[src/usb_irq_pkg.sv]
// shared constants and carriers for the usb interrupt logic
package usb_irq_pkg;
  // register map, byte addresses on the 32-bit register bus
  localparam int ADDR_W = 8;
  localparam logic [7:0] OFS_STATUS = 8'h00;
  localparam logic [7:0] OFS_ENABLE = 8'h04;
  localparam logic [7:0] OFS_MODE = 8'h08;
  localparam logic [7:0] OFS_HWCFG = 8'h0c;
  localparam logic [7:0] OFS_EP_BASE = 8'h40;
  localparam int NUM_EP = 16;
  localparam int FLAG_W = 24;
  // status word bit positions
  localparam int BIT_BUS_RESET = 0;
  localparam int BIT_RESUME = 1;
  localparam int BIT_SUSP_CHG = 2;
  localparam int BIT_XFER_END = 3;
  localparam int BIT_SOF = 4;
  localparam int BIT_PSEUDO = 5;
  localparam int BIT_SPKT_END = 6;
  localparam int BIT_SLEEP = 7;
  localparam int BIT_EP_BASE = 8;
  // bus event flags cleared by a status read
  localparam logic [23:0] READ_CLR_MASK = 24'h00007f;
  // control bit positions and reset values
  localparam int MODE_GIE_BIT = 0;
  localparam int CFG_POL_BIT = 0;
  localparam int CFG_MODE_BIT = 1;
  localparam logic [23:0] ENABLE_RST = 24'h000000;
  localparam logic GIE_RST = 1'b0;
  localparam logic POL_RST = 1'b0;
  localparam logic SIGMODE_RST = 1'b0;
  // bus responses
  localparam logic [1:0] RESP_OKAY = 2'b00;
  localparam logic [1:0] RESP_SLVERR = 2'b10;
  // timing
  localparam int CLK_FREQ_MHZ = 100;
  localparam int PULSE_TIME_NS = 166;
  localparam int PULSE_CYCLES = (PULSE_TIME_NS * CLK_FREQ_MHZ + 999) / 1000;
  localparam int FRAME_TIME_NS = 1000000;
  localparam int FRAME_CYCLES = FRAME_TIME_NS / 1000 * CLK_FREQ_MHZ;
  localparam int MISSED_SOF_LIMIT = 3;
  // one-cycle bus events from the serial engine and dma, plus live bus level
  typedef struct packed {
    logic bus_reset;
    logic resume;
    logic short_packet_end;
    logic dma_count_zero;
    logic sof;
    logic bus_suspended;
  } bus_evt_t;
  // per endpoint: 0 ctrl out, 1 ctrl in, 2..15 endpoints 1..14
  typedef struct packed {
    logic [NUM_EP-1:0] ack_done;
    logic [NUM_EP-1:0] iso_done;
    logic [NUM_EP-1:0] is_iso;
  } ep_evt_t;
endpackage

[src/frame_watchdog.sv]
// pseudo frame ticks and suspend after missed frames
`timescale 1ns/1ps
module frame_watchdog #(
  parameter int FRAME_LEN = 100000,
  parameter int MISS_LIMIT = 3
) (
  input wire logic aclk,
  input wire logic aresetn,
  input wire logic ce,
  input wire logic sof,
  output logic tick,
  output logic suspend
);
  localparam int CW = $clog2(FRAME_LEN);
  localparam int MW = $clog2(MISS_LIMIT + 1);
  initial begin
    if (FRAME_LEN < 2) $error("frame length too short");
    if (MISS_LIMIT < 1) $error("miss limit must be positive");
  end
  logic [CW-1:0] cnt_r, cnt_nxt; // cycles since last frame mark
  logic [MW-1:0] miss_r, miss_nxt; // consecutive missed frames
  logic tick_r, tick_nxt;
  // next-state: a real frame restarts everything
  always_comb begin
    cnt_nxt = cnt_r + 1'b1;
    miss_nxt = miss_r;
    tick_nxt = 1'b0;
    if (sof) begin
      cnt_nxt = '0;
      miss_nxt = '0;
    end else if (cnt_r == CW'(FRAME_LEN - 1)) begin
      // frame lost: stand in with a pseudo tick every period
      cnt_nxt = '0;
      tick_nxt = 1'b1;
      if (miss_r != MW'(MISS_LIMIT)) miss_nxt = miss_r + 1'b1;
    end
  end
  // register stage
  always_ff @(posedge aclk) begin
    if (!aresetn) begin
      cnt_r <= '0;
      miss_r <= '0;
      tick_r <= 1'b0;
    end else if (ce) begin
      cnt_r <= cnt_nxt;
      miss_r <= miss_nxt;
      tick_r <= tick_nxt;
    end
  end
  assign tick = tick_r;
  assign suspend = (miss_r == MW'(MISS_LIMIT));
endmodule // frame_watchdog

[src/irq_pulse_gen.sv]
// fixed-width pulse on each rising edge of a level
`timescale 1ns/1ps
module irq_pulse_gen #(
  parameter int PULSE_LEN = 17
) (
  input wire logic aclk,
  input wire logic aresetn,
  input wire logic ce,
  input wire logic trig,
  output logic pulse
);
  localparam int CW = $clog2(PULSE_LEN + 1);
  initial begin
    if (PULSE_LEN < 1) $error("pulse length must be at least one cycle");
  end
  logic prev_r, prev_nxt; // last sampled trigger
  logic [CW-1:0] cnt_r, cnt_nxt; // cycles of pulse left
  logic pulse_r, pulse_nxt; // registered output
  // next-state: restart on a rise, otherwise count down
  always_comb begin
    prev_nxt = trig;
    cnt_nxt = cnt_r;
    if (trig && !prev_r) begin
      cnt_nxt = CW'(PULSE_LEN);
    end else if (cnt_r != '0) begin
      cnt_nxt = cnt_r - 1'b1;
    end
    pulse_nxt = (cnt_nxt != '0);
  end
  // register stage, frozen while ce is low
  always_ff @(posedge aclk) begin
    if (!aresetn) begin
      prev_r <= 1'b0;
      cnt_r <= '0;
      pulse_r <= 1'b0;
    end else if (ce) begin
      prev_r <= prev_nxt;
      cnt_r <= cnt_nxt;
      pulse_r <= pulse_nxt;
    end
  end
  assign pulse = pulse_r;
endmodule // irq_pulse_gen

[src/usb_irq_top.sv]
// interrupt flags, masking and interrupt pin of the usb peripheral
//
// Chosen here: register access over AXI4-Lite and the placing of the registers.
`timescale 1ns/1ps
module usb_irq_top
  import usb_irq_pkg::*;
#(
  parameter int FRAME_LEN = usb_irq_pkg::FRAME_CYCLES
) (
  input wire logic aclk,
  input wire logic aresetn,
  input wire logic ce,
  // register bus slave
  input wire logic [usb_irq_pkg::ADDR_W-1:0] s_axi_awaddr,
  input wire logic s_axi_awvalid,
  output logic s_axi_awready,
  input wire logic [31:0] s_axi_wdata,
  input wire logic [3:0] s_axi_wstrb,
  input wire logic s_axi_wvalid,
  output logic s_axi_wready,
  output logic [1:0] s_axi_bresp,
  output logic s_axi_bvalid,
  input wire logic s_axi_bready,
  input wire logic [usb_irq_pkg::ADDR_W-1:0] s_axi_araddr,
  input wire logic s_axi_arvalid,
  output logic s_axi_arready,
  output logic [31:0] s_axi_rdata,
  output logic [1:0] s_axi_rresp,
  output logic s_axi_rvalid,
  input wire logic s_axi_rready,
  // events from the serial engine and dma
  input wire usb_irq_pkg::bus_evt_t bus_evt,
  input wire usb_irq_pkg::ep_evt_t ep_evt,
  // interrupt pin and suspend state
  output logic irq_pin,
  output logic suspend_state
);
  import usb_irq_pkg::*;

  initial begin
    if (FRAME_LEN < 2) $error("FRAME_LEN too short");
  end

  // merge written bytes into an old value
  function automatic logic [31:0] merge(input logic [31:0] old, input logic [31:0] wd,
                                        input logic [3:0] strb);
    logic [31:0] res;
    res = old;
    for (int i = 0; i < 4; i++) begin
      if (strb[i]) res[i*8 +: 8] = wd[i*8 +: 8];
    end
    return res;
  endfunction

  // endpoint status window hit test
  function automatic logic ep_hit(input logic [ADDR_W-1:0] a);
    return (a >= OFS_EP_BASE) && (a < ADDR_W'(OFS_EP_BASE + 4 * NUM_EP)) && (a[1:0] == 2'b00);
  endfunction

  // endpoint index inside the window
  function automatic logic [3:0] ep_idx(input logic [ADDR_W-1:0] a);
    logic [ADDR_W-1:0] off;
    off = a - OFS_EP_BASE;
    return off[5:2];
  endfunction

  // bus slave state
  logic aw_have_r, aw_have_nxt; // write address held
  logic [ADDR_W-1:0] awaddr_r, awaddr_nxt;
  logic w_have_r, w_have_nxt; // write data held
  logic [31:0] wdata_r, wdata_nxt;
  logic [3:0] wstrb_r, wstrb_nxt;
  logic bvalid_r, bvalid_nxt;
  logic [1:0] bresp_r, bresp_nxt;
  logic rvalid_r, rvalid_nxt;
  logic [31:0] rdata_r, rdata_nxt;
  logic [1:0] rresp_r, rresp_nxt;
  // software controls
  logic [FLAG_W-1:0] enable_r, enable_nxt; // per-source enables
  logic gie_r, gie_nxt; // global enable
  logic pol_r, pol_nxt; // 1 = active high
  logic sigmode_r, sigmode_nxt; // 1 = pulse mode
  // latched flags; sleep bit slot is never stored
  logic [FLAG_W-1:0] flags_r, flags_nxt;
  logic sleep_prev_r, sleep_prev_nxt; // for suspend edge
  logic irq_r, irq_nxt; // registered pin

  // helper nets
  logic pseudo_tick; // from frame watchdog
  logic wd_suspend; // three frames lost
  logic sleep_now; // live bus sleep state
  logic pending; // any enabled flag, globally enabled
  logic pulse; // pulse-mode output
  logic [FLAG_W-1:0] set_vec; // events this cycle
  logic [FLAG_W-1:0] clr_vec; // read-side clears this cycle
  logic [FLAG_W-1:0] status_word; // as seen by a read
  logic [NUM_EP-1:0] ep_done; // qualified endpoint completions
  logic wr_fire, rd_fire;

  frame_watchdog #(
    .FRAME_LEN(FRAME_LEN),
    .MISS_LIMIT(MISSED_SOF_LIMIT)
  ) u_wd (
    .aclk(aclk),
    .aresetn(aresetn),
    .ce(ce),
    .sof(bus_evt.sof),
    .tick(pseudo_tick),
    .suspend(wd_suspend)
  );

  irq_pulse_gen #(
    .PULSE_LEN(PULSE_CYCLES)
  ) u_pulse (
    .aclk(aclk),
    .aresetn(aresetn),
    .ce(ce),
    .trig(pending),
    .pulse(pulse)
  );

  // event qualification and status view
  always_comb begin
    // the engine reports ack_done only once the handshake is done,
    // so setup/out flags of non-iso endpoints never rise before the data is acknowledged
    ep_done = (ep_evt.ack_done & ~ep_evt.is_iso)
            | (ep_evt.iso_done & ep_evt.is_iso);
    sleep_now = bus_evt.bus_suspended | wd_suspend;
    set_vec = '0;
    set_vec[BIT_BUS_RESET] = bus_evt.bus_reset;
    set_vec[BIT_RESUME] = bus_evt.resume;
    set_vec[BIT_SUSP_CHG] = sleep_now & ~sleep_prev_r;
    set_vec[BIT_XFER_END] = bus_evt.dma_count_zero;
    set_vec[BIT_SOF] = bus_evt.sof;
    set_vec[BIT_PSEUDO] = pseudo_tick;
    set_vec[BIT_SPKT_END] = bus_evt.short_packet_end;
    set_vec[FLAG_W-1:BIT_EP_BASE] = ep_done;
    status_word = flags_r;
    status_word[BIT_SLEEP] = sleep_now;
    // bus sleep bit is a level, never an interrupt source
    pending = gie_r && ((flags_r & enable_r) != '0);
  end

  // bus handshake outputs; all drop while ce is low, since a frozen slave
  // would otherwise lose a beat the master believes was taken
  assign s_axi_awready = ce && !aw_have_r && !bvalid_r;
  assign s_axi_wready = ce && !w_have_r && !bvalid_r;
  assign s_axi_arready = ce && !rvalid_r;
  assign wr_fire = aw_have_r && w_have_r && !bvalid_r;
  assign rd_fire = s_axi_arvalid && s_axi_arready;

  // bus slave, register writes and read side effects
  always_comb begin
    logic [31:0] tmp;
    tmp = '0;
    aw_have_nxt = aw_have_r;
    awaddr_nxt = awaddr_r;
    w_have_nxt = w_have_r;
    wdata_nxt = wdata_r;
    wstrb_nxt = wstrb_r;
    bvalid_nxt = bvalid_r;
    bresp_nxt = bresp_r;
    rvalid_nxt = rvalid_r;
    rdata_nxt = rdata_r;
    rresp_nxt = rresp_r;
    enable_nxt = enable_r;
    gie_nxt = gie_r;
    pol_nxt = pol_r;
    sigmode_nxt = sigmode_r;
    clr_vec = '0;
    // address and data may arrive in either order
    if (s_axi_awvalid && s_axi_awready) begin
      aw_have_nxt = 1'b1;
      awaddr_nxt = s_axi_awaddr;
    end
    if (s_axi_wvalid && s_axi_wready) begin
      w_have_nxt = 1'b1;
      wdata_nxt = s_axi_wdata;
      wstrb_nxt = s_axi_wstrb;
    end
    if (bvalid_r && s_axi_bready) bvalid_nxt = 1'b0;
    if (rvalid_r && s_axi_rready) rvalid_nxt = 1'b0;
    // write once both halves are held
    if (wr_fire) begin
      aw_have_nxt = 1'b0;
      w_have_nxt = 1'b0;
      bvalid_nxt = 1'b1;
      bresp_nxt = RESP_OKAY;
      if (awaddr_r == OFS_ENABLE) begin
        tmp = merge({{(32 - FLAG_W){1'b0}}, enable_r}, wdata_r, wstrb_r);
        enable_nxt = tmp[FLAG_W-1:0];
      end else if (awaddr_r == OFS_MODE) begin
        tmp = merge({31'h0, gie_r}, wdata_r, wstrb_r);
        gie_nxt = tmp[MODE_GIE_BIT];
      end else if (awaddr_r == OFS_HWCFG) begin
        tmp = merge({30'h0, sigmode_r, pol_r}, wdata_r, wstrb_r);
        pol_nxt = tmp[CFG_POL_BIT];
        sigmode_nxt = tmp[CFG_MODE_BIT];
      end else if (awaddr_r == OFS_STATUS || ep_hit(awaddr_r)) begin
        bresp_nxt = RESP_OKAY; // read-only, write ignored
      end else begin
        bresp_nxt = RESP_SLVERR;
      end
    end
    // whole word returned in one beat, so a read is always complete
    if (rd_fire) begin
      rvalid_nxt = 1'b1;
      rresp_nxt = RESP_OKAY;
      rdata_nxt = '0;
      if (s_axi_araddr == OFS_STATUS) begin
        rdata_nxt = {{(32 - FLAG_W){1'b0}}, status_word};
        clr_vec = READ_CLR_MASK;
      end else if (s_axi_araddr == OFS_ENABLE) begin
        rdata_nxt = {{(32 - FLAG_W){1'b0}}, enable_r};
      end else if (s_axi_araddr == OFS_MODE) begin
        rdata_nxt[MODE_GIE_BIT] = gie_r;
      end else if (s_axi_araddr == OFS_HWCFG) begin
        rdata_nxt[CFG_POL_BIT] = pol_r;
        rdata_nxt[CFG_MODE_BIT] = sigmode_r;
      end else if (ep_hit(s_axi_araddr)) begin
        rdata_nxt[0] = flags_r[BIT_EP_BASE + ep_idx(s_axi_araddr)];
        clr_vec[BIT_EP_BASE + ep_idx(s_axi_araddr)] = 1'b1;
      end else begin
        rresp_nxt = RESP_SLVERR;
      end
    end
  end

  // flags and pin: a new event beats a same-cycle clear
  always_comb begin
    flags_nxt = (flags_r & ~clr_vec) | set_vec;
    flags_nxt[BIT_SLEEP] = 1'b0;
    sleep_prev_nxt = sleep_now;
    // pick signalling, then apply polarity
    if (sigmode_r) begin
      irq_nxt = pol_r ? pulse : ~pulse;
    end else begin
      irq_nxt = pol_r ? pending : ~pending;
    end
  end

  // register stage for everything above
  always_ff @(posedge aclk) begin
    if (!aresetn) begin
      aw_have_r <= 1'b0;
      awaddr_r <= '0;
      w_have_r <= 1'b0;
      wdata_r <= '0;
      wstrb_r <= '0;
      bvalid_r <= 1'b0;
      bresp_r <= RESP_OKAY;
      rvalid_r <= 1'b0;
      rdata_r <= '0;
      rresp_r <= RESP_OKAY;
      enable_r <= ENABLE_RST;
      gie_r <= GIE_RST;
      pol_r <= POL_RST;
      sigmode_r <= SIGMODE_RST;
      flags_r <= '0;
      sleep_prev_r <= 1'b0;
      irq_r <= 1'b1; // inactive for active-low default
    end else if (ce) begin
      aw_have_r <= aw_have_nxt;
      awaddr_r <= awaddr_nxt;
      w_have_r <= w_have_nxt;
      wdata_r <= wdata_nxt;
      wstrb_r <= wstrb_nxt;
      bvalid_r <= bvalid_nxt;
      bresp_r <= bresp_nxt;
      rvalid_r <= rvalid_nxt;
      rdata_r <= rdata_nxt;
      rresp_r <= rresp_nxt;
      enable_r <= enable_nxt;
      gie_r <= gie_nxt;
      pol_r <= pol_nxt;
      sigmode_r <= sigmode_nxt;
      flags_r <= flags_nxt;
      sleep_prev_r <= sleep_prev_nxt;
      irq_r <= irq_nxt;
    end
  end

  assign s_axi_bvalid = ce && bvalid_r;
  assign s_axi_bresp = bresp_r;
  assign s_axi_rvalid = ce && rvalid_r;
  assign s_axi_rdata = rdata_r;
  assign s_axi_rresp = rresp_r;
  assign irq_pin = irq_r;
  assign suspend_state = sleep_prev_r;
endmodule // usb_irq_top

[config.mk]
export PLATFORM = sky130hd
export DESIGN_NAME = usb_irq_top
export DESIGN_NICKNAME = d
export VERILOG_FILES = /design/src/usb_irq_pkg.sv /design/src/frame_watchdog.sv /design/src/irq_pulse_gen.sv /design/src/usb_irq_top.sv
export SDC_FILE = /design/constraint.sdc
export NUM_CORES = 1
export LEC_CHECK = 0
export BUFFER_PORTS_ARGS = -buffer_cell sky130_fd_sc_hd__buf_2
export CORE_UTILIZATION = 32
export DETAILED_ROUTE_END_ITERATION = 10
export PLACE_DENSITY = 0.56
export RECOVER_POWER = 100
export SYNTH_ARGS = -nofsm -noshare
export SYNTH_HDL_FRONTEND = slang
export SYNTH_SLANG_ARGS = --single-unit
[constraint.sdc]
create_clock -name aclk -period 2.4 [get_ports aclk]
set_input_delay 0.24 -clock aclk [delete_from_list [all_inputs] [get_ports aclk]]
set_output_delay 0.24 -clock aclk [all_outputs]
set_load 0.005 [all_outputs]
==> metrics <==
Post-Synth XOR/XNOR Area 2.07%; Initial Util 33.0%; Max FO, Critical Path 7; Clock Sinks 144; via count 5711; Power Density 724 nW/µm²; syn_area_per_cell 8.93 µm²; post-synth top area share 42.6%; initial antenna violation count 0; worst hold path depth 3; flops & latches, synth 144; Die Height 147 µm; drc violations 0; RSZ-0062 raised after global routing false; P&R area growth vs syn 21.0%; fin. max-slew vios 0; clock edge transition at the registers on the reported setup and hold paths 60 ps; Synth Cell Area 6770 µm²; largest family of logic cells by synthesized area simple AND/OR/NAND/NOR gates; post-synth top area cell dfxtp_1; gp weighted congestion 0.801; Hold WC Path Type primary input to flip-flop; R2R Path Start flags_r[0]$_SDFFE_PN0P_; WS Path Type flip-flop to flip-flop; r2r worst-path depth 6; slowest stage cell, crit path or4b_1; CTS tree built; pre-CTS setup slack 283 ps; share of cells above drive strength 1 24.4%; Pwr Total 5.93 mW; first-pass GRT wire length 27800 µm; number of synthesized flops with an enable pin 0; # rows 52; Die W 147 µm; Final Setup Violations 0; CP required 2750 ps; Vias/cell 4.87; clk_lat worst skew 420 ps; Antenna Cells 0; die area 21700 µm²; CP Cell Sequence a22o_1 -> a221oi_1 -> and4_1 -> a21oi_1 -> or4b_1 -> o21ai_0; Min-Delay Endpoint wdata_r[21]$_SDFFE_PN0P_; Ports 157; Avg WL per Cell 14.8 µm; CTS Hold Bufs 0; most frequent cells in the layout nand2_1, dfxtp_1, buf_2; Synth area leaders dfxtp_1, a21boi_0, nand2_1; DR iter-0 viols 334; vias in the first global route 5334; Num CTS Buffers 17; nets@finish 1008; Final HPWL DP 13000 µm; final wirelength 17300 µm; Least-Margin Pin Slew 817 ps; Critical Path AT 2340 ps; R2R Path End u_pulse.cnt_r[2]$_SDFFE_PN0P_; crit path time final 2000 ps; post-CTS sizing 0; Port Buf Inserts 137; Fmax 501 MHz; Setup TNS Final 0 ps; FILL cells 2177; Cells after Synth 758; Max-Cap Viols 0; Slew HR 45.5%; CTS Buffer Depth 2; global route overflow 0; clock skew 9.18 ps; Synth Area in Adders 0.739%; Yosys warnings 0; fin crit share 83.1%; GRT Total Usage 16.4%; Post-synth top flop dfxtp_1; LEAKAGE 3.13 nW; Setup crit end kind flip-flop; Final ANT Viol Nets 0; final cell count without fillers 1173; Setup Fix Bufs, Post-CTS 0; Yosys cell types 59; delay of the slowest critical-path stage 530 ps; post-synthesis simple-gate area fraction 24.7%; outcome finished clean; startpoint types flip-flop; clock root buffer clkbuf_16; Async SR Flop Fraction 0%; Setup WS post-layout 405 ps; Peak VDD IR 0.370 mV; area of the core 20500 µm²; Synth Area in Compound Gates 20.5%; most common cell after layout, fill and taps aside nand2_1; post-synthesis sequential area ratio 42.6%; # placed instances 1141; mux contribution to synthesized area 5.03%; Final Hold Fails 0; H-tree depth 4; hold_sp s_axi_wdata[21]; hold slack final 60.3 ps; Pre-Repair DR Iteration Count 5; largest net degree at the start of global routing 95; worst setup path startpoint flags_r[0]$_SDFFE_PN0P_; FF-to-FF setup slack 400 ps
## through the flow
stage / area, µm² / utilization, %
2_1_floorplan: 6800 / -
3_3_place_gp: 7750 / 37.8
3_5_place_dp: 7750 / 37.8
4_1_cts: 8330 / 40.6
5_1_grt: 8190 / 40.0
6_report: 8190 / 40.0
## how the worst max path moves through the flow
stage | to | slack [ps] | depth (start not counted)
after floorplan | u_wd.cnt_r[10]$_SDFFE_PN0P_ | 620 | 7
after global placement | flags_r[6]$_SDFFE_PN0P_ | 290 | 7
after detailed placement | flags_r[4]$_SDFFE_PN0P_ | 280 | 7
after CTS | u_pulse.cnt_r[2]$_SDFFE_PN0P_ | 390 | 6
after global routing | wdata_r[23]$_SDFFE_PN0P_ | 230 | 6
final | u_pulse.cnt_r[2]$_SDFFE_PN0P_ | 400 | 6
## cell usage after synthesis (all sizes together), types with 3 or more instances
cell    number
nand2      145
dfxtp      144
a21boi      79
nor2        54
clkbuf      34
nand3       33
o21ai       30
a221oi      26
nor3b       22
buf         21
nor2b       18
mux2        16
nor3        12
a21oi        9
a22oi        9
and2         9
xor2         9
nand2b       8
inv          7
mux2i        7
xnor2        7
nand4        6
and3         5
a22o         4
ha           4
mux4         4
a211oi       3
a31oi        3
nand4b       3
or3          3
## per-layer routing
metal  part of all wire, %  track usage (%)  wire length (µm)  up-vias
li1                      -                -                 -     2911
met1                    51             23.5              8790     2623
met2                    43             24.5              7440      158
met3                   5.1             3.43               883       19
met4                   1.2             5.10               200        0
met5                     0                0                 0        -
## registers in the layout (all words and copies together), names as in the netlist
register        cells
pol_r               1
irq_pin             1
enable_r           24
u_pulse.prev_r      1
rvalid_r            1
u_wd.cnt_r         17
sigmode_r           1
bvalid_r            1
flags_r            23
w_have_r            1
suspend_state       1
wdata_r            24
u_pulse.pulse       1
wstrb_r             3
s_axi_bresp         1
u_wd.tick           1
u_wd.miss_r         2
aw_have_r           1
gie_r               1
s_axi_rresp         1
awaddr_r            8
s_axi_rdata        24
u_pulse.cnt_r       5
## area by class of cell
| class | count | area, µm² | area share (%) |
|---|---|---|---|
| Inverter | 7 | 26.3 | 0.321 |
| Multi-Input combinational cell | 561 | 3510 | 42.9 |
| Sequential cell | 144 | 2880 | 35.2 |
| Timing Repair Buffer | 159 | 852 | 10.4 |
| Tap cell | 270 | 338 | 4.12 |
| Clock inverter | 12 | 121 | 1.48 |
| Clock buffer | 20 | 457 | 5.58 |
## report_power, final
group / switching, mW / internal (mW) / total [mW] / leakage, nW
Clock: 1.06 / 1.51 / 2.57 / 0.288
Combinational: 0.385 / 0.356 / 0.741 / 1.67
Sequential: 0.107 / 2.52 / 2.62 / 1.17
## critical path: cells and delay by family (launching register included)
kind | cells | cell delay, ps
AOI/OAI and AO/OA | 4 | 760
DFF | 1 | 330
and+or+nand+nor | 2 | 820
## cells by family after synthesis
| family | after synthesis |
|---|---|
| xor gates and xnor gates | 16 |
| AOI/OAI and AO/OA | 176 |
| and+or+nand+nor | 328 |
| muxes | 27 |
| DFF | 144 |
| other | 1 |
| buffers and inverters | 62 |
| adders and majority gates | 4 |
(Power assumes the default switching activity.)
